==> src/rtl/scr_cfg.svh <==
/*
  Offsets, field positions, reset values, command codes and edge counts
  of the serial command interpreter. Assumes inclusion by bare name.
*/
`ifndef SCR_CFG_SVH
`define SCR_CFG_SVH

// ==========================================================
// register offsets
`define SCR_REG_MUX_AND_ADC_BUFFER_BIAS 8'h00
`define SCR_REG_OUTPUT_FORMAT_AND_AUX 8'h01

// ==========================================================
// reset values (power-up contents are undefined, zero chosen)
`define SCR_R0_RST 16'h0000
`define SCR_R1_RST 16'h0000

// ==========================================================
// register 0 fields
`define SCR_R0_MUX_MSB 5
`define SCR_R0_MUX_LSB 0
`define SCR_R0_BUF_MSB 11
`define SCR_R0_BUF_LSB 6

// ==========================================================
// register 1 fields
`define SCR_R1_CUT_MSB 3
`define SCR_R1_CUT_LSB 0
`define SCR_R1_OFFREM 4
`define SCR_R1_ABS 5
`define SCR_R1_TWOS 6
`define SCR_R1_WEAK 7
`define SCR_R1_AFLOAT 8
`define SCR_R1_AVALUE 9
`define SCR_R1_BFLOAT 10
`define SCR_R1_BVALUE 11
`define SCR_R1_OD 12

// ==========================================================
// command word layout and codes
`define SCR_OP_MSB 31
`define SCR_OP_LSB 30
`define SCR_UFLAG 29
`define SCR_MFLAG 28
`define SCR_ADDR_MSB 23
`define SCR_ADDR_LSB 16
`define SCR_DATA_MSB 15
`define SCR_DATA_LSB 0
`define SCR_CMD_CLEAR 32'h6A000000
`define SCR_CMD_CALIBRATE 32'h55000000

// ==========================================================
// frame timing in serial clock pulses
`define SCR_FRAME_BITS 6'd32
`define SCR_WRITE_EDGE 6'd4
`define SCR_UPDATE_EDGE 6'd17
`define SCR_CNT_MAX 6'h3F

`endif

==> src/rtl/scr_pkg.sv <==
/*
  Types of the serial command interpreter.
  Assumes nothing of its surroundings.
*/
package scr_pkg;

  // ==========================================================
  // command classes, from the top two bits of a frame
  typedef enum logic [1:0] {
    SCR_OP_CONVERT = 2'b00,
    SCR_OP_CALIB = 2'b01,
    SCR_OP_WRITE = 2'b10,
    SCR_OP_READ = 2'b11
  } scr_op_t;

  // ==========================================================
  // link state, gray coded along idle, receive, overrun
  typedef enum logic [1:0] {
    SCR_LK_IDLE = 2'b00,
    SCR_LK_RECV = 2'b01,
    SCR_LK_OVER = 2'b11
  } scr_link_t;

endpackage

==> src/rtl/scr_sync.sv <==
/*
  Two-flop synchroniser, one per bit.
  Assumes inputs asynchronous to clk_sys; first stage feeds only second.
*/
`timescale 1ns/1ns
module scr_sync #(
  parameter int WIDTH = 4
) (
  // clock and reset
  input wire logic clk_sys,
  input wire logic rstn,
  // asynchronous in, synchronous out
  input wire logic [WIDTH-1:0] asyncIn,
  output logic [WIDTH-1:0] syncOut
);

  // ==========================================================
  // per-bit stages
  genvar gi;
  generate
    for (gi = 0; gi < WIDTH; gi++) begin : g_bit
      logic stage1_r;
      always_ff @(posedge clk_sys or negedge rstn) begin
        if (!rstn) begin
          stage1_r <= 1'b0;
          syncOut[gi] <= 1'b0;
        end else begin
          stage1_r <= asyncIn[gi];
          syncOut[gi] <= stage1_r;
        end
      end
    end
  endgenerate

endmodule

==> src/rtl/scr_resp.sv <==
/*
  Builds the 32-bit answer to one received command word.
  Assumes read data already selected by the caller.
*/
`timescale 1ns/1ns
`include "scr_cfg.svh"
module scr_resp (
  // received command
  input wire logic [31:0] cmdWord,
  // state that shapes the answer
  input wire logic [15:0] readData,
  input wire logic twosComp,
  // answer
  output logic [31:0] respWord
);

  scr_pkg::scr_op_t op;

  assign op = scr_pkg::scr_op_t'(cmdWord[`SCR_OP_MSB:`SCR_OP_LSB]);

  // ==========================================================
  // answer per command class
  always_comb begin
    case (op)
      // every 01 word, known or not, answers alike
      scr_pkg::SCR_OP_CALIB: begin
        respWord = {~twosComp, 31'h00000000};
      end
      scr_pkg::SCR_OP_WRITE: begin
        respWord = {16'hFFFF, cmdWord[`SCR_DATA_MSB:`SCR_DATA_LSB]};
      end
      scr_pkg::SCR_OP_READ: begin
        respWord = {16'h0000, readData};
      end
      // conversions are handled elsewhere; answer zero here
      default: begin
        respWord = 32'h00000000;
      end
    endcase
  end

endmodule

==> src/rtl/scr_cmd_regs.sv <==
/*
  Serial command interpreter with configuration registers 0 and 1.
  Assumes an SPI master on sclk, csN, mosi, all asynchronous to clk_sys
  and sampled here; the serial clock must be slower than clk_sys / 4.
*/
`timescale 1ns/1ns
`include "scr_cfg.svh"
module scr_cmd_regs (
  // system
  input wire logic clk_sys,
  input wire logic rstn,
  // serial link pins
  input wire logic sclk,
  input wire logic csN,
  input wire logic mosi,
  input wire logic lvdsMode,
  output logic misoOut,
  output logic misoOe,
  output logic misoWeak,
  // register 0 fields
  output logic [5:0] analog_select_bias,
  output logic [5:0] adcBufferBias,
  // register 1 fields
  output logic [3:0] offsetCutoff,
  output logic offset_removal_enable,
  output logic absMode,
  output logic twosComp,
  // auxiliary pins
  output logic aux_pin_a_out,
  output logic aux_pin_a_oe,
  output logic aux_pin_b_out,
  output logic aux_pin_b_oe,
  output logic open_drain_pin_out,
  output logic open_drain_pin_oe,
  // one-cycle events to the rest of the chip
  output logic adcCalInit,
  output logic trigUpdate,
  output logic monitorClear
);

  // ==========================================================
  // pin synchronisation
  logic [3:0] pinSync;
  logic sclkS, csNS, mosiS, lvdsS;

  scr_sync #(.WIDTH(4)) u_sync (
    .clk_sys(clk_sys),
    .rstn(rstn),
    .asyncIn({lvdsMode, mosi, ~csN, sclk}), // select resets to idle high
    .syncOut(pinSync)
  );

  assign sclkS = pinSync[0];
  assign csNS = ~pinSync[1];
  assign mosiS = pinSync[2];
  assign lvdsS = pinSync[3];

  // ==========================================================
  // edge detection on the synchronised copies
  logic sclkPrev_r, csNPrev_r;
  logic sclkRise, sclkFall, csFall, csRise;

  always_ff @(posedge clk_sys or negedge rstn) begin
    if (!rstn) begin
      sclkPrev_r <= 1'b0;
      csNPrev_r <= 1'b1;
    end else begin
      sclkPrev_r <= sclkS;
      csNPrev_r <= csNS;
    end
  end

  // clock edges count only while selected
  assign sclkRise = sclkS & ~sclkPrev_r & ~csNS;
  assign sclkFall = ~sclkS & sclkPrev_r & ~csNS;
  assign csFall = ~csNS & csNPrev_r;
  assign csRise = csNS & ~csNPrev_r;

  // ==========================================================
  // frame state and edge counters
  scr_pkg::scr_link_t link_r, link_nxt;
  logic [5:0] riseCnt_r, fallCnt_r;
  logic frameDone;

  always_comb begin
    link_nxt = link_r;
    case (link_r)
      scr_pkg::SCR_LK_IDLE: begin
        if (csFall) begin
          link_nxt = scr_pkg::SCR_LK_RECV;
        end
      end
      scr_pkg::SCR_LK_RECV: begin
        if (csRise) begin
          link_nxt = scr_pkg::SCR_LK_IDLE;
        end else if (sclkRise && riseCnt_r == `SCR_FRAME_BITS) begin
          link_nxt = scr_pkg::SCR_LK_OVER;
        end
      end
      scr_pkg::SCR_LK_OVER: begin
        if (csRise) begin
          link_nxt = scr_pkg::SCR_LK_IDLE;
        end
      end
      default: begin
        link_nxt = scr_pkg::SCR_LK_IDLE;
      end
    endcase
  end

  always_ff @(posedge clk_sys or negedge rstn) begin
    if (!rstn) begin
      link_r <= scr_pkg::SCR_LK_IDLE;
    end else begin
      link_r <= link_nxt;
    end
  end

  // short or long frames are dropped whole
  assign frameDone = csRise && link_r == scr_pkg::SCR_LK_RECV
    && riseCnt_r == `SCR_FRAME_BITS;

  always_ff @(posedge clk_sys or negedge rstn) begin
    if (!rstn) begin
      riseCnt_r <= 6'h00;
      fallCnt_r <= 6'h00;
    end else if (csFall) begin
      riseCnt_r <= 6'h00;
      fallCnt_r <= 6'h00;
    end else begin
      if (sclkRise && riseCnt_r != `SCR_CNT_MAX) begin
        riseCnt_r <= riseCnt_r + 6'h01;
      end
      if (sclkFall && fallCnt_r != `SCR_CNT_MAX) begin
        fallCnt_r <= fallCnt_r + 6'h01;
      end
    end
  end

  // ==========================================================
  // receive shift register, MSB first
  logic [31:0] rxShift_r;

  always_ff @(posedge clk_sys or negedge rstn) begin
    if (!rstn) begin
      rxShift_r <= 32'h00000000;
    end else if (sclkRise) begin
      rxShift_r <= {rxShift_r[30:0], mosiS};
    end
  end

  // ==========================================================
  // command decode
  scr_pkg::scr_op_t op;
  logic [7:0] cmdAddr;
  logic isWrite, isRead, flagged, addrWritable;
  logic [15:0] reg0_r, reg1_r, readData;
  logic [31:0] respWord;

  assign op = scr_pkg::scr_op_t'(rxShift_r[`SCR_OP_MSB:`SCR_OP_LSB]);
  assign cmdAddr = rxShift_r[`SCR_ADDR_MSB:`SCR_ADDR_LSB];
  assign isWrite = op == scr_pkg::SCR_OP_WRITE;
  assign isRead = op == scr_pkg::SCR_OP_READ;
  // flags act only in write and read frames
  assign flagged = isWrite | isRead;
  // only registers 0 and 1 exist; the rest of the space is absent
  assign addrWritable = cmdAddr == `SCR_REG_MUX_AND_ADC_BUFFER_BIAS
    || cmdAddr == `SCR_REG_OUTPUT_FORMAT_AND_AUX;

  // no triggered register here, so buffered equals stored value
  assign readData =
    (cmdAddr == `SCR_REG_MUX_AND_ADC_BUFFER_BIAS) ? reg0_r :
    (cmdAddr == `SCR_REG_OUTPUT_FORMAT_AND_AUX) ? reg1_r :
    16'h0000;

  scr_resp u_resp (
    .cmdWord(rxShift_r),
    .readData(readData),
    .twosComp(reg1_r[`SCR_R1_TWOS]),
    .respWord(respWord)
  );

  // ==========================================================
  // two-stage answer pipeline
  logic [31:0] respPend_r, txShift_r;

  always_ff @(posedge clk_sys or negedge rstn) begin
    if (!rstn) begin
      respPend_r <= 32'h00000000;
      txShift_r <= 32'h00000000;
    end else if (frameDone) begin
      respPend_r <= respWord;
      txShift_r <= respPend_r;
    end else if (sclkFall) begin
      txShift_r <= {txShift_r[30:0], 1'b0};
    end
  end

  // ==========================================================
  // serial output pin
  always_ff @(posedge clk_sys or negedge rstn) begin
    if (!rstn) begin
      misoOut <= 1'b0;
      misoOe <= 1'b0;
      misoWeak <= 1'b0;
    end else begin
      if (csFall) begin
        misoOut <= txShift_r[31];
      end else if (sclkFall) begin
        misoOut <= txShift_r[30];
      end
      if (!csNS) begin
        misoOe <= 1'b1;
        misoWeak <= 1'b0;
      end else begin
        // differential drivers ignore the weak bit
        misoOe <= lvdsS | reg1_r[`SCR_R1_WEAK];
        misoWeak <= ~lvdsS & reg1_r[`SCR_R1_WEAK];
      end
    end
  end

  // ==========================================================
  // deferred register write
  logic wrPend_r, wrAddr1_r, wrApply;
  logic [15:0] wrData_r;

  assign wrApply = wrPend_r && sclkFall
    && fallCnt_r == `SCR_WRITE_EDGE - 6'd1;

  always_ff @(posedge clk_sys or negedge rstn) begin
    if (!rstn) begin
      wrPend_r <= 1'b0;
      wrAddr1_r <= 1'b0;
      wrData_r <= 16'h0000;
    end else if (frameDone) begin
      wrPend_r <= isWrite && addrWritable;
      wrAddr1_r <= cmdAddr[0];
      wrData_r <= rxShift_r[`SCR_DATA_MSB:`SCR_DATA_LSB];
    end else if (wrApply) begin
      wrPend_r <= 1'b0;
    end
  end

  // whole words only; reset value stands until software writes
  always_ff @(posedge clk_sys or negedge rstn) begin
    if (!rstn) begin
      reg0_r <= `SCR_R0_RST;
      reg1_r <= `SCR_R1_RST;
    end else if (wrApply) begin
      if (wrAddr1_r) begin
        reg1_r <= wrData_r;
      end else begin
        reg0_r <= wrData_r;
      end
    end
  end

  // ==========================================================
  // configuration outputs, all sliced from stored registers
  assign analog_select_bias = reg0_r[`SCR_R0_MUX_MSB:`SCR_R0_MUX_LSB];
  assign adcBufferBias = reg0_r[`SCR_R0_BUF_MSB:`SCR_R0_BUF_LSB];
  assign offsetCutoff = reg1_r[`SCR_R1_CUT_MSB:`SCR_R1_CUT_LSB];
  assign offset_removal_enable = reg1_r[`SCR_R1_OFFREM];
  assign absMode = reg1_r[`SCR_R1_ABS];
  assign twosComp = reg1_r[`SCR_R1_TWOS];

  // ==========================================================
  // auxiliary pins
  always_ff @(posedge clk_sys or negedge rstn) begin
    if (!rstn) begin
      aux_pin_a_out <= 1'b0;
      aux_pin_a_oe <= 1'b0;
      aux_pin_b_out <= 1'b0;
      aux_pin_b_oe <= 1'b0;
      open_drain_pin_out <= 1'b0;
      open_drain_pin_oe <= 1'b0;
    end else begin
      aux_pin_a_out <= reg1_r[`SCR_R1_AVALUE];
      aux_pin_a_oe <= ~reg1_r[`SCR_R1_AFLOAT];
      aux_pin_b_out <= reg1_r[`SCR_R1_BVALUE];
      aux_pin_b_oe <= ~reg1_r[`SCR_R1_BFLOAT];
      // low here stands for the negative stimulation supply
      open_drain_pin_out <= 1'b0;
      open_drain_pin_oe <= reg1_r[`SCR_R1_OD];
    end
  end

  // ==========================================================
  // chip-wide events
  logic updPend_r;
  always_ff @(posedge clk_sys or negedge rstn) begin
    if (!rstn) begin
      updPend_r <= 1'b0;
      trigUpdate <= 1'b0;
      adcCalInit <= 1'b0;
      monitorClear <= 1'b0;
    end else begin
      trigUpdate <= 1'b0;
      // legacy calibrate only answers; it starts nothing
      adcCalInit <= frameDone && rxShift_r == `SCR_CMD_CLEAR;
      monitorClear <= frameDone && flagged
        && rxShift_r[`SCR_MFLAG];
      if (frameDone) begin
        updPend_r <= flagged & rxShift_r[`SCR_UFLAG];
      end else if (updPend_r && sclkFall
          && fallCnt_r == `SCR_UPDATE_EDGE - 6'd1) begin
        updPend_r <= 1'b0;
        trigUpdate <= 1'b1;
      end
    end
  end

endmodule

==> config.mk <==
export PLATFORM = sky130hd
export DESIGN_NAME = scr_cmd_regs
export DESIGN_NICKNAME = d
export VERILOG_FILES = /design/src/rtl/scr_pkg.sv /design/src/rtl/scr_sync.sv /design/src/rtl/scr_resp.sv /design/src/rtl/scr_cmd_regs.sv
export VERILOG_INCLUDE_DIRS = /design/src /design/src/rtl
export SDC_FILE = /design/constraint.sdc
export NUM_CORES = 1
export LEC_CHECK = 0
export BUFFER_PORTS_ARGS = -buffer_cell sky130_fd_sc_hd__buf_2
export CAP_MARGIN = 30
export CORE_AREA = 3 3 142 157
export DETAILED_ROUTE_END_ITERATION = 16
export DIE_AREA = 0 0 145 160
export GPL_TIMING_DRIVEN = 0
export MAX_ROUTING_LAYER = met4
export PLACE_DENSITY = 0.46
export SLEW_MARGIN = 10
export SYNTH_ARGS = -nofsm -noshare
export SYNTH_HDL_FRONTEND = slang
export SYNTH_SLANG_ARGS = --single-unit
==> constraint.sdc <==
create_clock -name clk_sys -period 4.3 [get_ports clk_sys]
set_input_delay 0.215 -clock clk_sys [delete_from_list [all_inputs] [get_ports clk_sys]]
set_output_delay 0.215 -clock clk_sys [all_outputs]
set_load 0.05 [all_outputs]
==> results of run 1 <==
## synth_stat cells (2+ instances only)
cell	count	area, µm²
nand2_1	205	769
dfrtp_1	167	4180
mux2_2	38	428
clkbuf_1	22	82.6
nand3_1	22	110
buf_4	20	150
nor2_1	19	71.3
a31oi_1	17	106
a21oi_1	15	75.1
a22o_1	15	131
a21o_1	14	105
inv_1	13	48.8
nand4_1	13	81.3
o21ai_0	13	65.1
nor2b_1	11	68.8
mux2_4	10	150
buf_2	9	45.0
nor4_1	6	37.5
nor3_1	5	25.0
ha_1	4	50.1
mux2i_1	3	30.0
nor4b_1	3	26.3
o211ai_1	3	22.5
or3_1	3	18.8
xnor2_1	3	26.3
xor2_1	3	26.3
a211oi_1	2	15.0
and2_1	2	12.5
and3_1	2	12.5
and3b_1	2	17.5
and4_1	2	17.5
buf_1	2	7.51
nand3b_1	2	15.0
nor3b_1	2	15.0
## metrics by stage
step                      utilization, %  std cells  instance area [µm²]  power, W  hold WS [ns]
final                               40.9       1047                 8470   0.00331         0.278
after CTS                           40.9       1047                 8470   0.00336         0.292
after global placement              37.5       1008                 7770   0.00182         0.325
after global routing                40.9       1047                 8470   0.00346         0.297
after floorplan                        -        688                 7240   0.00175       -0.0806
after detailed placement            37.8       1010                 7830   0.00183         0.151
## cell type report
| class | count | area (µm²) | area share (%) |
|---|---|---|---|
| sequential | 168 | 4210 | 49.7 |
| multi-input combinational | 452 | 2670 | 31.5 |
| clock buffer | 21 | 460 | 5.44 |
| tap | 285 | 357 | 4.21 |
| buffer | 55 | 317 | 3.74 |
| timing repair buffer | 42 | 290 | 3.43 |
| clock inverter | 11 | 124 | 1.46 |
| inverter | 13 | 48.8 | 0.576 |
## cells by family (layout without fill, tap and decap cells)
| group | count (synthesis) | after routing | share of synthesized area, % |
|---|---|---|---|
| AO/OA/AOI/OAI | 80 | 80 | 7.31 |
| XOR/XNOR | 6 | 6 | 0.726 |
| adder cells (fa/ha/maj) | 4 | 4 | 0.692 |
| buffers and inverters | 68 | 142 | 5.05 |
| flip-flops | 168 | 168 | 58.1 |
| multiplexers | 51 | 51 | 8.40 |
| other | 1 | 1 | 0.0518 |
| AND/OR/NAND/NOR | 310 | 310 | 19.7 |
## report_power, final
group	total [W]	internal [W]	switching [W]
combinational	0.000144	0.0000508	0.0000933
clock	0.00152	0.000886	0.000631
sequential	0.00165	0.00161	0.0000406
## timing repair
item | in CTS | in global routing
endpoints found under the hold margin | 52 | 0
hold buffers | 5 | 0
setup buffers | 0 | 0
## per-layer routing
layer | up-vias | global-route usage (%) | wire (µm)
met5 | - | - | 0
met4 | 0 | 5.36 | 374
met3 | 24 | 3.38 | 472
met2 | 67 | 24.4 | 8010
met1 | 2487 | 21.0 | 8230
li1 | 2439 | - | -
## worst max-delay path by stage
stage                                            to                startpoint  slack [ns]  depth (start not counted)
after floorplan           txShift_r[10]$_DFFE_PN0P_  riseCnt_r[0]$_DFFE_PN0P_        2.39                          7
after global placement     wrData_r[11]$_DFFE_PN0P_                      rstn        0.30                          1
after detailed placement     reg0_r[10]$_DFFE_PN0P_  fallCnt_r[2]$_DFFE_PN0P_        1.88                          5
after CTS                    reg0_r[10]$_DFFE_PN0P_  fallCnt_r[2]$_DFFE_PN0P_        1.85                          5
after global routing      txShift_r[30]$_DFFE_PN0P_  riseCnt_r[0]$_DFFE_PN0P_        1.74                          7
final                        reg0_r[10]$_DFFE_PN0P_  fallCnt_r[2]$_DFFE_PN0P_        1.93                          5
## registers in the layout, indices dropped and copies added, names as in the netlist, 2 cells and up
register and count:
fallCnt_r 6, link_r 2, reg0_r 16, reg1_r 16
respPend_r 18, riseCnt_r 6, rxShift_r 32, txShift_r 32
u_sync.g_bit.stage1_r 4, u_sync.syncOut 4, wrData_r 16
==> flow_summary.yaml, run 1 <==
run_status:
  status: "complete, no violations"
clock_tree:
  cts.htree.levels: 4
  ctsResizeCount: 0
  clkTransAtPathRegs_ns: 0.07
  cts-root-buf: "clkbuf_16"
  cts_buffers: 17
  cts_tree: "yes"
  cts_sinks: 168
  clock_latency_ns: 0.42
  cts_buffer_depth: 2
setup_path:
  r2r_start: "fallCnt_r[2]$_DFFE_PN0P_"
  path_cells: "nor3_4, nand4_2, nor3_2, buf_4, mux2_2"
  r2r_end: "reg0_r[10]$_DFFE_PN0P_"
  path_max_fanout: 10
  rrSetupSlack_ns: 1.93
  cp.required_ns: 4.60
  cp.buffers_inverters: 1
  start_kind: "flop"
  endpoint_kind: "flop"
  r2r_cells: 5
  slowest_stage: "nor3_2"
  crit_arrival_ns: 2.67
  critical-path-max-stage-delay_ns: 0.64
  cp_top_family: "simple AND/OR/NAND/NOR gates"
  crit_type: "reg2reg"
global_routing:
  antenna_found_initial: 0
  grt_pass1_vias: 5286
  grt_pass1_wl_um: 28500
  grt_max_degree: 64
  grt.overflow.total: 0
  grt_usage_pct: 15.9
floorplan:
  dieArea_mm2: 0.0232
  top_level_ports: 37
  die_w_um: 145
  rows: 55
  coreArea_mm2: 0.0207
  fp.dieH_um: 160
  initial_core_util_pct: 34.9
synth:
  syn_area_mm2: 0.00724
  synth_edf_count: 0
  syn_avg_cell_area_um2: 10.5
  ys_warn_count: 0
  syn_inst: 688
  ys_ff_latch: 168
  ys.flop_type: "dfrtp_1"
  yosysUniqueCellTypes: 50
  ys_seq_area_share_pct: 58.1
  ys_async_sr_fraction_pct: 100
  postSynthNetCount: 698
routing:
  first_pass_iters: 4
  drc: 0
  ant_nets: 0
  viasPerCell: 4.79
  drt_iter0_markers: 312
  avgRoutedWirePerCell_um: 16.3
  finalWirelength_um: 17100
  vias: 5017
job:
  maxCapViolCount: 0
timing:
  tns_ns: 0
  finalSetupViolCount: 0
  skew_ns: 0.00787
  worstMarginPinSlew_ns: 0.887
  drv_slew: 0
  hold_viol_final: 0
  rsz0062_at_grt: "no"
  fmax_mhz: 423
  finalCriticalPeriod_ns: 2.37
  fin_ws_ns: 1.93
  slew_headroom_pct: 40.8
  fin_crit_sh_pct: 55.0
placement:
  port_buffers: 35
  hpwl_um: 12100
  place_ws_ns: 1.88
  gp_congestion: 0.797
power:
  p_per_area_mw_per_mm2: 391
  p_leak_nw: 4.36
  ir_worst_vdd_mv: 0.228
finish:
  mostFrequentLayoutCells: "nand2_1, dfrtp_1, buf_2"
  final_common_cell: "nand2_1"
  diodes: 0
  num-fill-cells: 2067
  area_delta_synth_final_pct: 17.0
  drive_above_1_share_pct: 20.2
  finish.net_count: 759
min_path:
  hp-class: "in2async"
Power figures use the tool's default switching activity.
==> run 2: changes to the inputs <==
--- a/config.mk
+++ b/config.mk
@@ -13,7 +13,7 @@
 export DIE_AREA = 0 0 145 160
 export GPL_TIMING_DRIVEN = 0
 export MAX_ROUTING_LAYER = met4
-export PLACE_DENSITY = 0.46
+export PLACE_DENSITY = 0.48
 export SLEW_MARGIN = 10
 export SYNTH_ARGS = -nofsm -noshare
 export SYNTH_HDL_FRONTEND = slang
==> constraint.sdc (replaced) <==
create_clock -name clk_sys -period 1.94 [get_ports clk_sys]
set_input_delay 0.097 -clock clk_sys [delete_from_list [all_inputs] [get_ports clk_sys]]
set_output_delay 0.097 -clock clk_sys [all_outputs]
set_load 0.05 [all_outputs]
==> flow_summary.yaml, run 2 (synthesis results as in run 1) <==
placement:
  gp_congestion: 0.813
  place_inst: 1009
  port_buffers: 35
  hpwl_um: 11600
  place_ws_ns: -0.422
setup_path:
  slowest_stage: "or4b_4"
  crit_arrival_ns: 2.29
  start_kind: "flop"
  path_max_fanout: 6
  cp.buffers_inverters: 3
  crit_type: "reg2reg"
  cp.required_ns: 2.24
  critical-path-max-stage-delay_ns: 0.47
  cpMostUsedCell: "buf_6"
  endpoint_kind: "flop"
  cp_top_family: "simple AND/OR/NAND/NOR gates"
  path_cells: "inv_2, ha_4, or4b_4, nor4b_4, buf_6, nor2_4, buf_6, a21o_1"
floorplan:
  dieArea_mm2: 0.0232
  rows: 55
  fp.dieH_um: 160
  top_level_ports: 37
  coreArea_mm2: 0.0207
  die_w_um: 145
  initial_core_util_pct: 34.9
routing:
  wl_met1_um: 8430
  first_pass_iters: 4
  drc: 0
  met3WireLength_um: 670
  finalWirelength_um: 17800
  vias: 5127
  top_layer_used: "met4"
  ant_nets: 0
  avgRoutedWirePerCell_um: 16.7
  wl_met2_um: 8510
  drt_iter0_markers: 299
  viasPerCell: 4.82
clock_tree:
  cts_buffer_depth: 2
  cts_tree: "yes"
  cts_buffers: 17
  cts-root-buf: "clkbuf_16"
  clock_latency_ns: 0.42
  cts_sinks: 168
  cts.htree.levels: 4
  clkTransAtPathRegs_ns: 0.06
finish:
  final_common_cell: "nand2_1"
  diodes: 0
  instances_no_fill: 1063
  final_util_pct: 42.3
  num-fill-cells: 2002
  drive_above_1_share_pct: 24.8
  mostFrequentLayoutCells: "nand2_1, dfrtp_1, buf_2"
  multi_input_area_mm2: 0.00277
  seq_area_mm2: 0.00421
  area_delta_synth_final_pct: 21.2
  top_regs: "rxShift_r x32, txShift_r x32, respPend_r x18"
  finish.net_count: 776
timing:
  finalSetupViolCount: 15
  fmax_mhz: 503
  worstMarginPinSlew_ns: 0.916
  finalCriticalPeriod_ns: 1.99
  rsz0062_at_grt: "yes"
  hold_viol_final: 0
  holdWs_ns: 0.195
  slew_headroom_pct: 38.9
  fin_ws_ns: -0.0462
  skew_ns: 0.0104
  drv_slew: 0
  fin_crit_sh_pct: 102
global_routing:
  grt_pass1_vias: 5204
  grt_max_degree: 109
  grt.overflow.total: 0
  antenna_found_initial: 0
  grt_pass1_wl_um: 28300
  grt_usage_pct: 15.8
run_status:
  status: "finished with violations"
  failed_checks: "setup timing"
power:
  p_per_area_mw_per_mm2: 828
  ir_worst_vdd_mv: 0.617
  p_leak_nw: 4.51
job:
  maxCapViolCount: 0
min_path:
  hp-class: "in2async"
-- run 2: final cells by class --
| cell class | instances | area share (%) |
|---|---|---|
| clock inverters | 8 | 0.799 |
| inverters | 13 | 0.556 |
| repair buffers | 60 | 5.25 |
| flip-flops and latches | 168 | 48.0 |
| plain buffers | 54 | 4.15 |
| well taps | 285 | 4.07 |
| multi-input cells | 452 | 31.5 |
| clock buffers | 23 | 5.68 |
-- run 2: worst register-to-register path, delay by kind of cell (launching register included) --
kind	cells	cell delay [ns]
AND/OR/NAND/NOR	3	0.78
buffers and inverters	3	0.42
flip-flops	1	0.40
AO/OA/AOI/OAI	1	0.15
adder cells (fa/ha/maj)	1	0.13
-- run 2: through the flow --
step           TNS (ns)  area (µm²)  total power, W
2_1_floorplan         0        7240         0.00387
3_3_place_gp    -328.36        7770         0.00402
5_1_grt           -2.22        8770         0.00758
6_report         -0.425        8770         0.00726
4_1_cts           -2.31        8610         0.00734
3_5_place_dp     -19.92        7810         0.00403
-- run 2: path summary, 6_finish.rpt --
path / slack [ns] / endpoint / cells after the start / from
worst min-delay path: 0.19 / u_sync.g_bit[3].stage1_r$_DFF_PN0_ / 2 / rstn
min in group clk_sys: 0.32 / u_sync.g_bit[2].stage1_r$_DFF_PN0_ / 2 / mosi
max in group asynchronous: 0.83 / respPend_r[4]$_DFFE_PN0P_ / 3 / rstn
worst max-delay path: -0.05 / txShift_r[7]$_DFFE_PN0P_ / 8 / riseCnt_r[0]$_DFFE_PN0P_
worst min register to register: 0.35 / u_sync.syncOut[3]$_DFF_PN0_ / 0 / u_sync.g_bit[3].stage1_r$_DFF_PN0_
worst max register to register: -0.05 / txShift_r[7]$_DFFE_PN0P_ / 8 / riseCnt_r[0]$_DFFE_PN0P_
-- run 2: metal layers --
metal | vias up | global-route usage (%)
met1 | 2571 | 21.3
met3 | 10 | 3.09
met4 | 0 | 3.80
li1 | 2461 | -
met2 | 85 | 25.0
met5 | - | -
-- run 2: report_power, final --
part | internal, W | total [W] | switching, W | leakage [nW]
Combinational | 0.000130 | 0.000350 | 0.000221 | 1.94
Sequential | 0.00357 | 0.00367 | 0.0000927 | 2.30
Clock | 0.00192 | 0.00325 | 0.00133 | 0.281
Total | 0.00562 | 0.00726 | 0.00164 | 4.51
-- run 2: timing repair --
item | CTS | global route
setup buffers | 5 | 11
hold endpoints to repair | 64 | 0
endpoints found under the setup margin | 91 | 93
pin swaps | 24 | 8
gates cloned | 2 | 2
resized for setup | 32 | 25
hold buffers | 5 | 0
==> run 3: changes to the inputs <==
--- a/config.mk
+++ b/config.mk
@@ -8,12 +8,13 @@
 export LEC_CHECK = 0
 export BUFFER_PORTS_ARGS = -buffer_cell sky130_fd_sc_hd__buf_2
 export CAP_MARGIN = 30
+export CELL_PAD_IN_SITES_DETAIL_PLACEMENT = 1
+export CELL_PAD_IN_SITES_GLOBAL_PLACEMENT = 1
 export CORE_AREA = 3 3 142 157
 export DETAILED_ROUTE_END_ITERATION = 16
 export DIE_AREA = 0 0 145 160
 export GPL_TIMING_DRIVEN = 0
-export MAX_ROUTING_LAYER = met4
-export PLACE_DENSITY = 0.48
+export PLACE_DENSITY = 0.58
 export SLEW_MARGIN = 10
 export SYNTH_ARGS = -nofsm -noshare
 export SYNTH_HDL_FRONTEND = slang
==> flow_summary.yaml, run 3 (synthesis results as in run 1) <==
run_status:
  status: "finished with violations"
  failed_checks: "setup timing"
finish:
  final_common_cell: "nand2_1"
  num-fill-cells: 2316
  diodes: 0
  drive_above_1_share_pct: 26.0
  top_regs: "rxShift_r x32, txShift_r x32, respPend_r x18"
  area_delta_synth_final_pct: 20.3
  mostFrequentLayoutCells: "nand2_1, dfrtp_1, buf_2, buf_4, mux2_2"
  finish.net_count: 777
  final_util_pct: 42.0
  finalInstanceArea_mm2: 0.00871
  instances_no_fill: 1063
timing:
  fmax_mhz: 508
  slew_headroom_pct: 50.6
  hold_viol_final: 0
  worstMarginPinSlew_ns: 0.741
  skew_ns: 0.0118
  drv_slew: 0
  finalSetupViolCount: 10
  holdWs_ns: 0.244
  finalCriticalPeriod_ns: 1.97
  fin_crit_sh_pct: 101
  fin_ws_ns: -0.0270
  rsz0062_at_grt: "yes"
setup_path:
  endpoint_kind: "flop"
  path_max_fanout: 6
  crit_type: "reg2reg"
  start_kind: "flop"
  crit_arrival_ns: 2.29
  cp.required_ns: 2.26
global_routing:
  grt_pass1_vias: 5650
  grt_usage_pct: 17.0
  grt_pass1_wl_um: 31300
  antenna_found_initial: 0
  grt.overflow.total: 0
  grt_max_degree: 89
placement:
  place_ws_ns: -0.505
  place_area_mm2: 0.00781
  gp_congestion: 0.784
  place_inst: 1009
  hpwl_um: 12900
  port_buffers: 35
power:
  p_seq_share_pct: 51.3
  clkPwrFrac_pct: 43.5
  p_per_area_mw_per_mm2: 821
  comb_power_share_pct: 5.2
  ir_worst_vdd_mv: 0.552
  p_sw_share_pct: 24.4
  p_leak_nw: 4.45
  p_int_w: 0.00540
  p_switching_w: 0.00174
clock_tree:
  clkTransAtPathRegs_ns: 0.06
  cts_tree: "yes"
  cts-root-buf: "clkbuf_16"
  cts.htree.levels: 4
  cts_buffer_depth: 2
  cts_buffers: 17
  clock_latency_ns: 0.43
  cts_sinks: 168
floorplan:
  rows: 55
  top_level_ports: 37
  fp.dieH_um: 160
  die_w_um: 145
  coreArea_mm2: 0.0207
  dieArea_mm2: 0.0232
  initial_core_util_pct: 34.9
routing:
  ant_nets: 0
  first_pass_iters: 4
  avgRoutedWirePerCell_um: 17.8
  finalWirelength_um: 18900
  drc: 0
  viasPerCell: 4.89
  vias: 5203
  drt_iter0_markers: 212
min_path:
  hp-class: "in2async"
job:
  maxCapViolCount: 0
==> run 3: changes by cell type in the layout (fill, tap and decap cells not counted), sizes merged <==
cell | before | now
bufinv | 1 | 0
clkbuf | 46 | 38
inv | 13 | 14
clkinv | 5 | 7
buf | 86 | 91
clkinvlp | 2 | 3
==> run 3: final cells by class <==
| type | count | area (µm²) | area share (%) |
|---|---|---|---|
| Sequential cell | 168 | 4210 | 48.4 |
| Multi-Input combinational cell | 452 | 2770 | 31.8 |
| Clock buffer | 19 | 453 | 5.20 |
| Timing Repair Buffer | 61 | 417 | 4.79 |
| Buffer | 54 | 369 | 4.24 |
| Tap cell | 285 | 357 | 4.10 |
| Clock inverter | 11 | 77.6 | 0.891 |
| Inverter | 13 | 48.8 | 0.561 |
==> run 3: critical path, stage by stage (launching register included) <==
cell and delay [ns]:
dfrtp_1 0.40, inv_2 0.09, ha_4 0.13, or4b_4 0.47, nor4b_4 0.21, buf_4 0.18, nor2_4 0.06, buf_6 0.15
a21o_1 0.16
==> run 3: power groups by stage <==
stage	Sequential (W)	Combinational, W	Clock (W)
3_3_place_gp	0.00373	0.000300	0
4_1_cts	0.00367	0.000361	0.00319
6_report	0.00367	0.000369	0.00311
3_5_place_dp	0.00373	0.000319	0
2_1_floorplan	0.00369	0.000176	0
5_1_grt	0.00368	0.000419	0.00334
==> run 3: worst paths after layout <==
path,startpoint,end,slack [ns],cells after the start
min in group clk_sys,mosi,u_sync.g_bit[2].stage1_r$_DFF_PN0_,0.30,2
hold / removal,rstn,fallCnt_r[3]$_DFFE_PN0P_,0.24,2
max in group asynchronous,rstn,rxShift_r[2]$_DFFE_PN0P_,0.84,3
hold reg to reg,u_sync.g_bit[3].stage1_r$_DFF_PN0_,u_sync.syncOut[3]$_DFF_PN0_,0.35,0
setup / recovery,riseCnt_r[1]$_DFFE_PN0P_,txShift_r[11]$_DFFE_PN0P_,-0.03,8
setup reg to reg,riseCnt_r[1]$_DFFE_PN0P_,txShift_r[11]$_DFFE_PN0P_,-0.03,8
==> run 3: what timing repair did <==
item,in CTS,in global routing
endpoints found under the hold margin,83,0
hold buffers,5,0
resized for setup,36,33
pin swaps,9,6
setup endpoints to repair,95,79
cloned,1,0
setup buffers,9,10
==> run 3: per-stage QoR <==
step | TNS, ns | power (W)
4_1_cts | -1.01 | 0.00722
3_5_place_dp | -21.75 | 0.00405
3_3_place_gp | -341.03 | 0.00403
5_1_grt | -1.66 | 0.00744
6_report | -0.209 | 0.00714
2_1_floorplan | 0 | 0.00387
==> run 3: per-layer routing <==
layer  track usage (%)  routed length (µm)
met1              22.1                8730
met5                 0                   0
met3              3.21                 358
met4              4.45                 168
met2              29.4                9610
